==> config.mk <==
export PLATFORM = sky130hd
export DESIGN_NAME = utt_tuning
export DESIGN_NICKNAME = d
export VERILOG_FILES = /design/src/logic/utt_pkg.sv /design/src/logic/utt_out_start.sv /design/src/logic/utt_tuning.sv
export SDC_FILE = /design/constraint.sdc
export NUM_CORES = 1
export LEC_CHECK = 0
export ABC_AREA = 1
export BUFFER_PORTS_ARGS = -buffer_cell sky130_fd_sc_hd__buf_2
export CAP_MARGIN = 20
export CORE_MARGIN = 3
export CORE_UTILIZATION = 45
export DETAILED_ROUTE_END_ITERATION = 10
export PLACE_DENSITY = 0.74
export SYNTH_ARGS = -nofsm -noshare
export SYNTH_HDL_FRONTEND = slang
export SYNTH_HIERARCHICAL = 1
export SYNTH_SLANG_ARGS = --single-unit
==> constraint.sdc <==
create_clock -name SYS_CLK_I -period 1.7 [get_ports SYS_CLK_I]
set_clock_uncertainty 0.1 [all_clocks]
set_input_delay 0.17 -clock SYS_CLK_I [delete_from_list [all_inputs] [get_ports SYS_CLK_I]]
set_output_delay 0.17 -clock SYS_CLK_I [all_outputs]
set_load 0.01 [all_outputs]
==> src/logic/utt_pkg.sv <==
package utt_pkg;
	// register location and layout
	localparam logic [11:0] TUNE_OFFSET      = 12'h06C;
	localparam int          WM_DIS_BIT       = 0;
	localparam int          RING_DIS_BIT     = 1;
	localparam logic [31:0] TUNE_RESET       = 32'h0000_0003;
	// early-start watermark levels per packet size, in bytes
	localparam logic [10:0] PKT_192          = 11'h0C0;
	localparam logic [10:0] PKT_256          = 11'h100;
	localparam logic [10:0] PKT_384          = 11'h180;
	localparam logic [10:0] PKT_512          = 11'h200;
	localparam logic [10:0] PKT_640          = 11'h280;
	localparam logic [10:0] PKT_1024         = 11'h400;
	localparam logic [10:0] WM_191           = 11'h0BF;
	localparam logic [10:0] WM_255           = 11'h0FF;
	localparam logic [10:0] WM_383           = 11'h17F;
	localparam logic [10:0] WM_511           = 11'h1FF;
	localparam logic [10:0] WM_639           = 11'h27F;
	localparam logic [10:0] WM_767           = 11'h2FF;

	// memory-space register access from the bus front end
	typedef struct packed {
		logic        sel;
		logic        wr;
		logic [11:0] addr;
		logic [3:0]  be;
		logic [31:0] wdata;
	} utt_req_t;

	// out-packet fetch progress
	typedef struct packed {
		logic        bulk_int;
		logic [10:0] pkt_size;
		logic [10:0] fetched;
	} utt_out_t;
endpackage

==> src/logic/utt_out_start.sv <==
`timescale 1ns/100ps
`default_nettype none
// decides when an out packet may start on the wire
module utt_out_start (
	input  wire logic            clk_i,
	input  wire logic            rst_b_i,
	input  wire utt_pkg::utt_out_t out_i,
	input  wire logic            wm_en_i,
	output logic                 start_o
);
	import utt_pkg::*;

	logic [10:0] level;

	// watermark level one below the packet size for 192 to 640, 767 from 1024 up, else the size itself
	function automatic logic [10:0] wm_level(input logic [10:0] size);
		if (size == PKT_192) begin
			wm_level = WM_191;
		end else if (size == PKT_256) begin
			wm_level = WM_255;
		end else if (size == PKT_384) begin
			wm_level = WM_383;
		end else if (size == PKT_512) begin
			wm_level = WM_511;
		end else if (size == PKT_640) begin
			wm_level = WM_639;
		end else if (size >= PKT_1024) begin
			wm_level = WM_767;
		end else begin
			wm_level = size;
		end
	endfunction

	// early start on the watermark, else only once the whole packet is in
	always_comb begin
		level = wm_level(out_i.pkt_size);
		if (wm_en_i && out_i.bulk_int) begin
			start_o = (out_i.fetched >= level);
		end else begin
			start_o = (out_i.fetched >= out_i.pkt_size) && (out_i.pkt_size != 11'h000);
		end
	end

	wm_1024_a : assert property (@(posedge clk_i) disable iff (!rst_b_i)
		(wm_en_i && out_i.bulk_int && out_i.pkt_size == PKT_1024 && out_i.fetched == WM_767)
		|-> start_o) else $error("no start at 767 of 1024");
	wm_early_a : assert property (@(posedge clk_i) disable iff (!rst_b_i)
		(wm_en_i && out_i.bulk_int && out_i.fetched < wm_level(out_i.pkt_size))
		|-> !start_o) else $error("started below watermark");
	wm_off_a : assert property (@(posedge clk_i) disable iff (!rst_b_i)
		(!wm_en_i && out_i.fetched < out_i.pkt_size) |-> !start_o)
		else $error("early start with watermark off");
endmodule
`default_nettype wire

==> src/logic/utt_tuning.sv <==
`timescale 1ns/100ps
`default_nettype none
module utt_tuning (
	input  wire logic              SYS_CLK_I,
	input  wire logic              RST_B_I,
	input  wire utt_pkg::utt_req_t REQ_I,
	output logic [31:0]            RDATA_O,
	input  wire logic              TUNING_STRAP_PIN_I,
	input  wire logic              IN_PKT_DONE_I,
	input  wire logic              IN_PKT_PENDING_I,
	output logic                   IN_START_O,
	input  wire utt_pkg::utt_out_t OUT_I,
	output logic                   OUT_START_O,
	output logic                   RING_EN_O,
	output logic                   WM_EN_O
);
	import utt_pkg::*;

	logic [31:0] tune_reg;
	logic [31:0] tune_next;
	logic [31:0] rdata_reg;
	logic [31:0] rdata_next;
	logic [31:0] tune_view;
	logic        hit;

	// strap forces both disable bits high on read and in effect
	always_comb begin
		tune_view = tune_reg;
		if (TUNING_STRAP_PIN_I) begin
			tune_view[RING_DIS_BIT] = 1'b1;
			tune_view[WM_DIS_BIT]   = 1'b1;
		end
		RING_EN_O = !tune_view[RING_DIS_BIT];
		WM_EN_O   = !tune_view[WM_DIS_BIT];
	end

	// register write with byte enables, registered read data
	always_comb begin
		hit        = REQ_I.sel && (REQ_I.addr == TUNE_OFFSET);
		tune_next  = tune_reg;
		rdata_next = rdata_reg;
		if (hit && REQ_I.wr) begin
			for (int b = 0; b < 4; b++) begin
				if (REQ_I.be[b]) begin
					tune_next[b*8 +: 8] = REQ_I.wdata[b*8 +: 8];
				end
			end
		end else if (hit) begin
			rdata_next = tune_view;
		end else if (REQ_I.sel) begin
			rdata_next = 32'h0000_0000;
		end
	end

	always_ff @(posedge SYS_CLK_I or negedge RST_B_I) begin
		if (!RST_B_I) begin
			tune_reg  <= TUNE_RESET;
			rdata_reg <= 32'h0000_0000;
		end else begin
			tune_reg  <= tune_next;
			rdata_reg <= rdata_next;
		end
	end

	assign RDATA_O = rdata_reg;

	// ring buffering lets the next in packet go as soon as one lands
	assign IN_START_O = IN_PKT_PENDING_I && (RING_EN_O ? 1'b1 : IN_PKT_DONE_I);

	utt_out_start utt_out_start_inst (
		.clk_i   (SYS_CLK_I),
		.rst_b_i (RST_B_I),
		.out_i   (OUT_I),
		.wm_en_i (WM_EN_O),
		.start_o (OUT_START_O)
	);

	strap_rbd_a : assert property (@(posedge SYS_CLK_I) disable iff (!RST_B_I)
		TUNING_STRAP_PIN_I |-> !RING_EN_O) else $error("ring on under strap");
	strap_wmd_a : assert property (@(posedge SYS_CLK_I) disable iff (!RST_B_I)
		TUNING_STRAP_PIN_I |-> !WM_EN_O) else $error("watermark on under strap");
	strap_read_a : assert property (@(posedge SYS_CLK_I) disable iff (!RST_B_I)
		(REQ_I.sel && !REQ_I.wr && REQ_I.addr == TUNE_OFFSET && TUNING_STRAP_PIN_I)
		|=> RDATA_O[1:0] == 2'h3) else $error("strap read not 1");
	write_back_a : assert property (@(posedge SYS_CLK_I) disable iff (!RST_B_I)
		(REQ_I.sel && REQ_I.wr && REQ_I.addr == TUNE_OFFSET && REQ_I.be == 4'hF)
		##1 (REQ_I.sel && !REQ_I.wr && REQ_I.addr == TUNE_OFFSET && !TUNING_STRAP_PIN_I)
		|=> RDATA_O == $past(REQ_I.wdata, 2)) else $error("readback mismatch");
	ring_ctl_a : assert property (@(posedge SYS_CLK_I) disable iff (!RST_B_I)
		(REQ_I.sel && REQ_I.wr && REQ_I.addr == TUNE_OFFSET && REQ_I.be[0]
		&& !TUNING_STRAP_PIN_I) |=> (RING_EN_O == !$past(REQ_I.wdata[1])
		|| TUNING_STRAP_PIN_I)) else $error("ring enable wrong");
	wm_ctl_a : assert property (@(posedge SYS_CLK_I) disable iff (!RST_B_I)
		(REQ_I.sel && REQ_I.wr && REQ_I.addr == TUNE_OFFSET && REQ_I.be[0]
		&& !TUNING_STRAP_PIN_I) |=> (WM_EN_O == !$past(REQ_I.wdata[0])
		|| TUNING_STRAP_PIN_I)) else $error("watermark enable wrong");
	ring_go_a : assert property (@(posedge SYS_CLK_I) disable iff (!RST_B_I)
		(RING_EN_O && IN_PKT_PENDING_I) |-> IN_START_O)
		else $error("ring start held back");
	ring_wait_a : assert property (@(posedge SYS_CLK_I) disable iff (!RST_B_I)
		(!RING_EN_O && !IN_PKT_DONE_I) |-> !IN_START_O)
		else $error("in started before previous done");
endmodule
`default_nettype wire

==> impl_metrics.csv, run 1 <==
group,metric,value,unit
outcome,outcome,"complete, but fails checks",
drt,drt_iter0_drc,135,
run,cap_viol_max_count,0,
power,ir_drop,0.376,mV
synthesis,synth_compound_area_frac,0.0241,
worst_hold_path,holdPathStages,3,
die,die-height,97.2,µm
power,fin_total_pwr,3.33,mW
clocking,cts_root_buffer,"clkbuf_8",
timing,min_period,2.23,ns
clocking,clk_pin_slew_worst_paths,0.07,ns
synthesis,synth-simple-area-share,0.394,
place,io_buffers,113,
clocking,cts_max_level,3,
die,ioPinCount,114,
final_layout,fin_area,5050,µm²
synthesis,synthAdderAreaFrac,0.0736,
die,die_w,97.2,µm
final_layout,mostFrequentLayoutCells,"187 x nand2_1, 112 x buf_2, 64 x nand4_1, 62 x dfrtp_1, 30 x inv_1",
timing,max_freq,448,MHz
place,place_congestion,0.868,
place,post-dp-hpwl,7090,µm
worst_setup_path,r2r-start,"tune_reg[0]$_DFFE_PN1P_",
final_layout,antenna_cells,0,
timing,fin_crit_sh,1.31,
drt,drt-pass1-iter-count,5,
worst_hold_path,min_from,"REQ_I[11]",
worst_setup_path,end_kind,"primary output",
final_layout,areaGrowthSynthToFinish,35.2,%
drt,final_antenna_net_count,0,
grt,grt_pass1_wl,16400,µm
synthesis,ys_types,31,
worst_hold_path,hp-class,"input pin to flip-flop",
final_layout,final_nets,721,
synthesis,syn-num-nets,570,
grt,grt_pass1_vias,3551,
worst_setup_path,cp_data_required_time,1.43,ns
die,rows,32,
worst_hold_path,whs_endpoint,"tune_reg[11]$_DFFE_PN0P_",
synthesis,avgSynthCellArea,7.95,µm²
drt,via_per_inst,5.16,
timing,slew_viol_final,0,
synthesis,postSynthCellCount,470,
drt,wl_per_cell,14.0,µm
final_layout,drive_above_1_share,0.313,
synthesis,ys_ff_latch,64,
synthesis,synth-xor-area-share,0,
place,post_dp_cell_area,4500,µm²
power,power_density,660,nW/µm²
drt,wirelength,10200,µm
synthesis,syn-cell-area,3740,µm²
worst_setup_path,r2r-end,"RDATA_O[0]$_DFFE_PN0P_",
worst_setup_path,cp-start-kind,"input pin",
timing,fin_ws,-0.532,ns
clocking,cts.sinks,64,
power,p_leak,2.94,nW
drt,drc_errors,0,
timing,hold_viol_final,0,
die,core_area,7890,µm²
drt,vias,3760,
worst_setup_path,crit_type,"input pin to primary output",
die,die_area,9440,µm²
timing,setup_viol,1,
worst_setup_path,worstPathArrival,1.96,ns
final_layout,final_common_cell,"nand2_1",
grt,grt_start_max_net_pins,65,
clocking,cts_inserted_buffers,9,
timing,worst_hold_slack,0.0118,ns
clocking,clk_latency,0.33,ns
timing,setup_total_negative_slack,-0.532,ns
grt,grt_overflow,0,
die,start_util,0.474,
grt,grt.total_usage,0.210,
synthesis,ys_seq_area_frac,0.429,
worst_setup_path,worstPathMaxFanout,6,
grt,antenna_found_initial,0,
clocking,cts_tree,"built",
clocking,cts_buffer_depth,2,
outcome,violations,"setup timing",
synthesis,synth_top_family_by_area,"simple AND/OR/NAND/NOR gates",
synthesis,yosysWarnings,6,
synthesis,synth.mux.area_fraction,0,
worst_setup_path,rr_worst_depth,4,
worst_setup_path,r2r_setup_slack,0.66,ns
timing,rsz0062_at_grt,"true",
[repair_timing]
item	CTS	global route
resized for setup	7	12
pin swaps	2	11
setup endpoints to repair	1	1
hold endpoints to repair	89	0
hold buffers	28	0
setup buffers	0	0
[through the flow]
| step | util | instances | setup slack [ns] |
|---|---|---|---|
| after floorplan | - | 470 | -0.0856 |
| after global placement | 0.570 | 684 | -0.437 |
| after detailed placement | 0.570 | 684 | -0.533 |
| after CTS | 0.635 | 728 | -0.458 |
| after global routing | 0.641 | 728 | -0.674 |
| final | 0.641 | 728 | -0.532 |
[logic make-up (layout without fill, tap and decap cells)]
kind of cell             after synthesis  after routing
AND/OR/NAND/NOR                      306            306
adder cells (fa/ha/maj)               22             22
flip-flops                            64             64
buffers and inverters                 64            220
AO/OA/AOI/OAI                         13             13
other                                  1              1
[synth_stat cells]
library cell,n,area [µm²]
conb_1,1,3.75
nand2_1,190,713
a21oi_1,6,30.0
o21a_1,1,7.51
o21ai_0,1,5.00
a21boi_0,2,15.0
nor3_2,1,10.0
a21boi_1,1,7.51
nor2_1,25,93.8
nand3_1,7,35.0
buf_2,4,20.0
ha_1,22,275
nor3_1,1,5.00
nor2_8,1,20.0
nor2_2,5,31.3
o21ai_4,1,16.3
buf_6,3,33.8
buf_4,7,52.6
nand4_1,64,400
inv_1,34,128
nand2_2,2,12.5
dfrtp_1,62,1550
nor2_4,3,33.8
o21ai_2,1,8.76
nand4_4,4,85.1
buf_1,1,3.75
dfstp_2,2,52.6
nand3_2,2,20.0
clkbuf_1,9,33.8
inv_2,6,22.5
nand2_4,1,11.3
[worst max-delay path: stages]
cell and delay [ns]:
buf_2 0.12, nor2_4 0.15, nand3_1 0.10, nor2_2 0.18
o21ai_4 0.10, nand3_4 0.12, nor2_1 0.05, ha_1 0.28
nand2_1 0.06, nand2_1 0.07, a21oi_2 0.17, nand2_2 0.07
nand2_1 0.06, nand2_1 0.04, nand2_1 0.05, nand2_1 0.05
buf_2 0.13
[worst max-delay path by stage]
stage,from,end,slack [ns],depth (start not counted)
after floorplan,OUT_I[20],OUT_START_O,-0.09,14
after global placement,OUT_I[15],OUT_START_O,-0.44,17
final,OUT_I[16],OUT_START_O,-0.53,17
after CTS,OUT_I[12],OUT_START_O,-0.46,19
after global routing,OUT_I[16],OUT_START_O,-0.67,17
after detailed placement,OUT_I[15],OUT_START_O,-0.53,17
[routing by layer]
layer	global-route usage	part of all wire	vias to the layer above
li1	-	-	1842
met1	0.270	0.42	1753
met2	0.350	0.49	144
met3	0.0495	0.062	21
met4	0.0670	0.021	0
met5	0	0	-
[where the power goes]
group	internal (mW)	leakage, nW	switching (mW)	total, mW
Clock	0.715	0.0993	0.574	1.29
Combinational	0.223	1.95	0.297	0.520
Sequential	1.52	0.887	0.000549	1.52
Total	2.46	2.94	0.872	3.33
[area by class of cell]
cell class | count | area [µm²]
Fill cell | 700 | 2830
Clock inverter | 5 | 56.3
Inverter | 40 | 154
Clock buffer | 11 | 141
Sequential cell | 64 | 1600
Timing Repair Buffer | 164 | 1040
Multi-Input combinational cell | 342 | 1930
Tap cell | 102 | 128
No activity file was read; power rests on OpenSTA's default activity.
==> run 2, diff against run 1 <==
- ABC_AREA: 1 -> 0
- PLACE_DENSITY: 0.74 -> 0.76
==> run 2 against run 1 <==
  * The run still ends with setup timing left
  * Setup slack got worse by 0.42 ns
  * Global-route usage rose by 0.75 points
  * Count of clock-buffer cells in the layout is 1 higher
  * Largest power group unchanged
  * Design area decreased by 1.6%
  * Critical path depth down 3
==> impl_metrics.csv, run 2 <==
group,metric,value,unit
synthesis,synth_edf_count,0,
synthesis,syn-cell-area,3210,µm²
worst_setup_path,rr_worst_depth,2,
outcome,violations,"setup timing",
worst_setup_path,worstPathArrival,2.39,ns
grt,grt_pass1_wl,14300,µm
timing,max_freq,377,MHz
worst_setup_path,cp_data_required_time,1.43,ns
drt,wl_met1,3570,µm
final_layout,multiInputGateArea,1670,µm²
clocking,cts_inserted_buffers,9,
power,p_int,2.67,mW
timing,setup_total_negative_slack,-0.955,ns
clocking,cts_max_level,3,
final_layout,fin_area,4970,µm²
synthesis,ys_ff_latch,64,
worst_hold_path,hp-class,"input pin to flip-flop",
final_layout,areaGrowthSynthToFinish,55.0,%
timing,hold_viol_final,0,
synthesis,ys_seq_area_frac,0.500,
clocking,cts.sinks,64,
clocking,cts_root_buffer,"clkbuf_8",
drt,wirelength,8810,µm
final_layout,antenna_cells,0,
grt,grt_start_max_net_pins,65,
worst_setup_path,r2r-start,"tune_reg[0]$_DFFE_PN1P_",
worst_setup_path,cp_slowest_cell,"a311o_2",
synthesis,synth_ff_type,"dfrtp_1",
die,die_area,8170,µm²
synthesis,syn-num-nets,357,
clocking,clk_pin_slew_worst_paths,0.06,ns
final_layout,final_nets,544,
drt,drc_errors,0,
run,cap_viol_max_count,0,
power,p_sw,0.780,mW
worst_setup_path,worstSetupStartpoint,"OUT_I[12]",
drt,met3_length,473,µm
synthesis,synth.top_cells.by_count,"62 x dfrtp_1, 32 x a22o_1, 30 x mux2_2",
place,io_buffers,113,
worst_setup_path,crit_end,"OUT_START_O",
worst_setup_path,crit_type,"input pin to primary output",
die,die_w,90.4,µm
grt,grt_overflow,0,
worst_setup_path,cp-start-kind,"input pin",
synthesis,synthArstFlopShare,1.00,
worst_setup_path,worstPathMaxFanout,5,
timing,fin_crit_sh,1.56,
clocking,clk_latency,0.33,ns
die,die-height,90.4,µm
die,ioPinCount,114,
synthesis,yosysTopAreaCell,"dfrtp_1",
power,ir_drop,0.592,mV
final_layout,utilization,0.724,
grt,antenna_found_initial,0,
power,fin_total_pwr,3.45,mW
place,post-dp-hpwl,5810,µm
final_layout,mostFrequentLayoutCells,"109 x buf_2, 62 x dfrtp_1, 33 x dlygate4sd3_1, 33 x buf_4, 32 x a22o_1",
power,combPwrFrac,0.139,
power,switching_share,0.226,
drt,final_antenna_net_count,0,
timing,worst_hold_slack,0.123,ns
worst_setup_path,crit_path_frequent_cell,"buf_4",
drt,drt_iter0_drc,96,
clocking,cts_tree,"built",
die,core_area,6870,µm²
drt,route.met2.wl,4590,µm
final_layout,final_common_cell,"buf_2",
timing,min_period,2.66,ns
worst_setup_path,r2r-end,"RDATA_O[0]$_DFFE_PN0P_",
timing,slew_viol_final,0,
drt,maxUsedRoutingLayer,"met4",
synthesis,yosysMostFrequentCell,"dfrtp_1",
drt,via_per_inst,5.31,
drt,drt-pass1-iter-count,4,
power,seq_power_share,0.442,
power,pwr-share-clk,0.419,
synthesis,postSynthCellCount,257,
timing,setup_viol,1,
worst_setup_path,max_stage_delay,0.36,ns
worst_setup_path,end_kind,"primary output",
synthesis,yosysTopAreaCellShare,0.484,
outcome,outcome,"complete, but fails checks",
power,power_density,694,nW/µm²
worst_setup_path,path_cells,"buf_4 -> nor4_4 -> buf_4 -> nand2_4 -> nor3_2 -> a311o_2 -> buf_6 -> or2_1 -> ha_1 -> nand2b_1 -> a211oi_1 -> o31a_1 -> o32ai_2 -> buf_2",
die,start_util,0.467,
grt,grt_pass1_vias,2967,
place,place_congestion,0.838,
synthesis,synth.area.top_cells,"dfrtp_1 48%, mux2_2 11%, a22o_1 8.7%",
power,p_leak,2.64,nW
place,post_dp_cell_area,4320,µm²
clocking,cts_buffer_depth,2,
final_layout,drive_above_1_share,0.482,
worst_hold_path,holdPathStages,4,
synthesis,ys_types,39,
die,rows,30,
grt,grt.total_usage,0.217,
final_layout,register_area,1600,µm²
timing,rsz0062_at_grt,"true",
synthesis,avgSynthCellArea,12.5,µm²
drt,wl_per_cell,16.2,µm
final_layout,fill_cells,481,
synthesis,yosysWarnings,6,
drt,vias,2891,
timing,fin_ws,-0.955,ns
worst_setup_path,r2r_setup_slack,0.63,ns
==> run 2: cell count changes in the layout (fill, tap and decap cells not counted), sizes merged, moves of 5 or more <==
cell / previous run / this run
a22o: 0 / 32
a21oi: 6 / 13
nor4: 0 / 7
mux2: 0 / 32
nand4: 68 / 2
buf: 136 / 152
inv: 39 / 15
dlygate4sd3: 28 / 33
nor2: 34 / 9
nand2: 193 / 7
==> run 2: per-layer routing <==
| metal | GRT usage | vias up |
|---|---|---|
| li1 | - | 1334 |
| met1 | 0.266 | 1419 |
| met2 | 0.375 | 121 |
| met3 | 0.0492 | 17 |
| met4 | 0.0804 | 0 |
| met5 | 0 | - |
==> run 2: worst max-delay path: cells and delay by family <==
kind | cells | cell delay [ns]
AND/OR/NAND/NOR | 5 | 0.45
buffers and inverters | 4 | 0.56
AO/OA/AOI/OAI | 4 | 0.92
adder cells (fa/ha/maj) | 1 | 0.28
==> run 2: area by class of cell <==
type,instances,area share
Inverter,15,0.0113
Timing Repair Buffer,185,0.261
Clock buffer,12,0.0312
Sequential cell,64,0.323
Clock inverter,3,0.0131
Multi-Input combinational cell,169,0.337
Tap cell,96,0.0242
==> run 2: repair_timing <==
item / CTS / global route
endpoints found under the setup margin: 1 / 1
resized for setup: 11 / 6
buffers inserted: 5 / 0
hold buffers: 33 / 0
pin swaps: 11 / 2
hold endpoints to repair: 94 / 0
cloned: 0 / 0
==> run 2: logic make-up after synthesis <==
| kind of cell | count (synthesis) | share of synthesized area |
|---|---|---|
| AOI/OAI and AO/OA | 66 | 0.160 |
| DFF | 64 | 0.500 |
| and+or+nand+nor | 48 | 0.108 |
| muxes | 32 | 0.112 |
| buffers and inverters | 24 | 0.0320 |
| adders and majority gates | 22 | 0.0858 |
| other | 1 | 0.00117 |
==> run 2: how the worst min path moves through the flow <==
| stage | end | slack (ns) | from |
|---|---|---|---|
| CTS | RDATA_O[1]$_DFFE_PN0P_ | 0.11 | TUNING_STRAP_PIN_I |
| floorplan | RDATA_O[0]$_DFFE_PN0P_ | -0.23 | RST_B_I |
| global placement | RDATA_O[19]$_DFFE_PN0P_ | 0.11 | RST_B_I |
| finish | RDATA_O[1]$_DFFE_PN0P_ | 0.12 | TUNING_STRAP_PIN_I |
| global route | RDATA_O[1]$_DFFE_PN0P_ | 0.12 | TUNING_STRAP_PIN_I |
| detailed placement | RDATA_O[19]$_DFFE_PN0P_ | 0.11 | RST_B_I |
==> run 2: per-stage QoR <==
step | cells | setup slack [ns]
global placement | 491 | -0.947
floorplan | 257 | -0.572
CTS | 544 | -1.01
global route | 544 | -1.07
finish | 544 | -0.955
detailed placement | 491 | -1.10
==> run 2: power by group through the flow <==
stage	logic (mW)	registers, mW	clock network [mW]
4_1_cts	0.469	1.52	1.48
2_1_floorplan	0.160	1.55	0
5_1_grt	0.531	1.52	1.55
3_3_place_gp	0.380	1.55	0
3_5_place_dp	0.393	1.55	0
6_report	0.480	1.52	1.45
==> run 3, diff against run 2 <==
- CORE_UTILIZATION: 45 -> 34
- PLACE_DENSITY: 0.76 -> unset
- SYNTH_HIERARCHICAL: 1 -> unset
==> run 3 against run 2 <==
  * The flow still finishes with violations (setup timing)
  * Design area shrank 4.5%
  * Sequential share of layout area up 1.5 points
  * Worst hold slack worse by 0.10 ns
  * Combinational power down 2%
  * First-iteration DRC count down 60%
  * Clock power about the same
  * Critical path depth shrank 1
  * Synthesized cell count shrank 3.5%
  * Sequential power barely moved
  * Critical endpoint unchanged
  * Largest power group unchanged
  * Highest routed layer unchanged
==> impl_metrics.csv, run 3 <==
group,metric,value,unit
synthesis,yosysTopAreaCell,"dfrtp_1",
synthesis,ys_seq_area_frac,0.505,
worst_hold_path,holdPathStages,3,
timing,setup_viol,1,
final_layout,utilization,0.534,
outcome,outcome,"complete, but fails checks",
place,post_dp_cell_area,4130,µm²
synthesis,avgSynthCellArea,12.8,µm²
worst_setup_path,r2r_setup_slack,0.81,ns
final_layout,drive_above_1_share,0.505,
worst_hold_path,whs_endpoint,"RDATA_O[0]$_DFFE_PN0P_",
worst_setup_path,rr_worst_depth,2,
grt,grt.total_usage,0.149,
timing,min_period,2.86,ns
synthesis,yosysMostFrequentCell,"dfrtp_1",
die,core_area,8890,µm²
clocking,cts_inserted_buffers,9,
power,ir_drop,0.598,mV
worst_setup_path,path_delay_family,"compound AO/OA/AOI/OAI gates",
final_layout,register_area,1600,µm²
worst_setup_path,r2r-end,"RDATA_O[1]$_DFFE_PN0P_",
worst_setup_path,worstPathArrival,2.59,ns
final_layout,antenna_cells,0,
worst_setup_path,r2r-start,"tune_reg[1]$_DFFE_PN1P_",
drt,drt_iter0_drc,38,
final_layout,multiInputGateArea,1540,µm²
die,die_w,103,µm
power,fin_total_pwr,3.46,mW
timing,max_freq,350,MHz
clocking,cts_tree,"built",
synthesis,synth.area.top_cells,"dfrtp_1 49%, mux2_2 9.9%, ha_1 8.7%",
timing,slew_viol_final,0,
worst_hold_path,min_from,"TUNING_STRAP_PIN_I",
synthesis,syn-num-nets,348,
synthesis,yosysTopAreaCellShare,0.488,
grt,grt_start_max_net_pins,65,
clocking,clk_pin_slew_worst_paths,0.07,ns
clocking,clk_latency,0.33,ns
worst_setup_path,end_kind,"primary output",
die,die-height,103,µm
synthesis,syn-cell-area,3180,µm²
worst_setup_path,cp_slowest_cell,"or4_4",
run,cap_viol_max_count,0,
synthesis,ys_types,44,
final_layout,fill_cells,788,
clocking,cts_root_buffer,"clkbuf_8",
power,p_leak,2.60,nW
drt,via_per_inst,4.76,
timing,fin_ws,-1.16,ns
clocking,cts_buffer_depth,2,
final_layout,areaGrowthSynthToFinish,49.3,%
worst_hold_path,hp-class,"input pin to flip-flop",
synthesis,postSynthCellCount,248,
timing,fin_crit_sh,1.68,
power,power_density,730,nW/µm²
final_layout,fin_area,4750,µm²
grt,antenna_found_initial,0,
timing,setup_total_negative_slack,-1.16,ns
drt,wl_per_cell,14.0,µm
timing,hold_viol_final,0,
grt,grt_pass1_wl,12200,µm
place,place_congestion,0.797,
worst_setup_path,crit_path_frequent_cell,"buf_2",
timing,rsz0062_at_grt,"true",
synthesis,synth.top_cells.by_count,"62 x dfrtp_1, 30 x a22o_1, 28 x mux2_2",
die,die_area,10500,µm²
synthesis,synthArstFlopShare,1.00,
worst_setup_path,max_stage_delay,0.56,ns
worst_setup_path,crit_type,"input pin to primary output",
worst_setup_path,cp-start-kind,"input pin",
synthesis,yosysWarnings,0,
clocking,cts.sinks,64,
worst_setup_path,path_cells,"buf_2 -> or4_4 -> nor3_4 -> nand2_1 -> a21boi_1 -> o21a_1 -> ha_4 -> a21oi_2 -> o21ai_2 -> a2111oi_2 -> o31a_1 -> o22ai_1 -> buf_2",
synthesis,synth_edf_count,0,
drt,drc_errors,0,
place,placed_cells,497,
outcome,violations,"setup timing",
synthesis,ys_ff_latch,64,
drt,final_antenna_net_count,0,
final_layout,final_common_cell,"buf_2",
drt,drt-pass1-iter-count,4,
place,post-dp-hpwl,5780,µm
die,start_util,0.358,
drt,vias,2608,
die,rows,34,
grt,grt_pass1_vias,2498,
clocking,cts_max_level,3,
final_layout,final_cells,548,
die,ioPinCount,114,
grt,grt_overflow,0,
synthesis,synth_ff_type,"dfrtp_1",
place,io_buffers,113,
drt,wirelength,7660,µm
worst_setup_path,worstPathMaxFanout,4,
final_layout,final_nets,535,
final_layout,mostFrequentLayoutCells,"112 x buf_2, 62 x dfrtp_1, 34 x buf_4, 33 x dlygate4sd3_1, 30 x a22o_1",
worst_setup_path,cp_data_required_time,1.43,ns
worst_setup_path,path_buf_inv,2,
run 3: cell count changes after synthesis, moves of 3 or more:
cell	delta
buf_2	-4
inv_1	-4
mux2_4	+4
nand2_1	+6
nand2_4	+4
nand3_1	-6
nor4_4	-4
o21a_1	+3
run 3: cell type report:
class,count,area share
Clock buffer,10,0.0290
Clock inverter,6,0.0190
Multi-Input combinational cell,167,0.325
Tap cell,108,0.0285
Inverter,11,0.00870
Timing Repair Buffer,182,0.252
Sequential cell,64,0.338
run 3: repair_timing:
item,in CTS,in global routing
endpoints found under the hold margin,94,0
setup endpoints to repair,1,1
gates resized for setup,7,5
hold buffers,33,0
buffers inserted,2,0
pin swaps,14,6
run 3: metal layers:
layer  share of wire  track usage  wire (µm)  vias to the layer above
met2            0.44        0.225       3350                       84
met5               0            0          0                        -
met4           0.015       0.0454        114                        0
met1            0.49        0.205       3790                     1215
met3           0.054       0.0447        412                       11
li1                -            -          -                     1298
run 3: cells by family (layout without fill, tap and decap cells):
| group | Yosys count | in the layout | synth area share |
|---|---|---|---|
| flip-flops | 64 | 64 | 0.505 |
| other | 1 | 1 | 0.00118 |
| AO/OA/AOI/OAI | 61 | 61 | 0.150 |
| adder cells (fa/ha/maj) | 22 | 22 | 0.0866 |
| multiplexers | 33 | 33 | 0.121 |
| XOR/XNOR | 2 | 2 | 0.00551 |
| AND/OR/NAND/NOR | 48 | 48 | 0.106 |
| buffers and inverters | 17 | 209 | 0.0248 |
run 3: through the flow:
step	hold slack [ns]	setup WS, ns
after detailed placement	0.110	-1.35
after global routing	0.0552	-1.29
after floorplan	-0.226	-0.895
after CTS	0.00124	-1.16
final	0.0207	-1.16
after global placement	0.107	-1.21
run 3: power breakdown:
group	leakage, nW	switching, mW	internal, mW	total (mW)
Combinational	1.60	0.211	0.258	0.469
Sequential	0.887	0.000465	1.52	1.52
Clock	0.113	0.601	0.870	1.47
Total	2.60	0.812	2.65	3.46
run 3: worst max path at each step:
stage,slack (ns),to,from,depth (start not counted)
3_5_place_dp,-1.35,OUT_START_O,OUT_I[13],13
5_1_grt,-1.29,OUT_START_O,OUT_I[13],13
2_1_floorplan,-0.90,OUT_START_O,OUT_I[13],9
6_report,-1.16,OUT_START_O,OUT_I[13],13
4_1_cts,-1.16,OUT_START_O,OUT_I[11],12
3_3_place_gp,-1.21,OUT_START_O,OUT_I[13],13
run 3: tightest hold or removal path, cell delays in order:
cell	delay (ns)
buf_2	0.10
o21ai_0	0.09
nand2_1	0.06
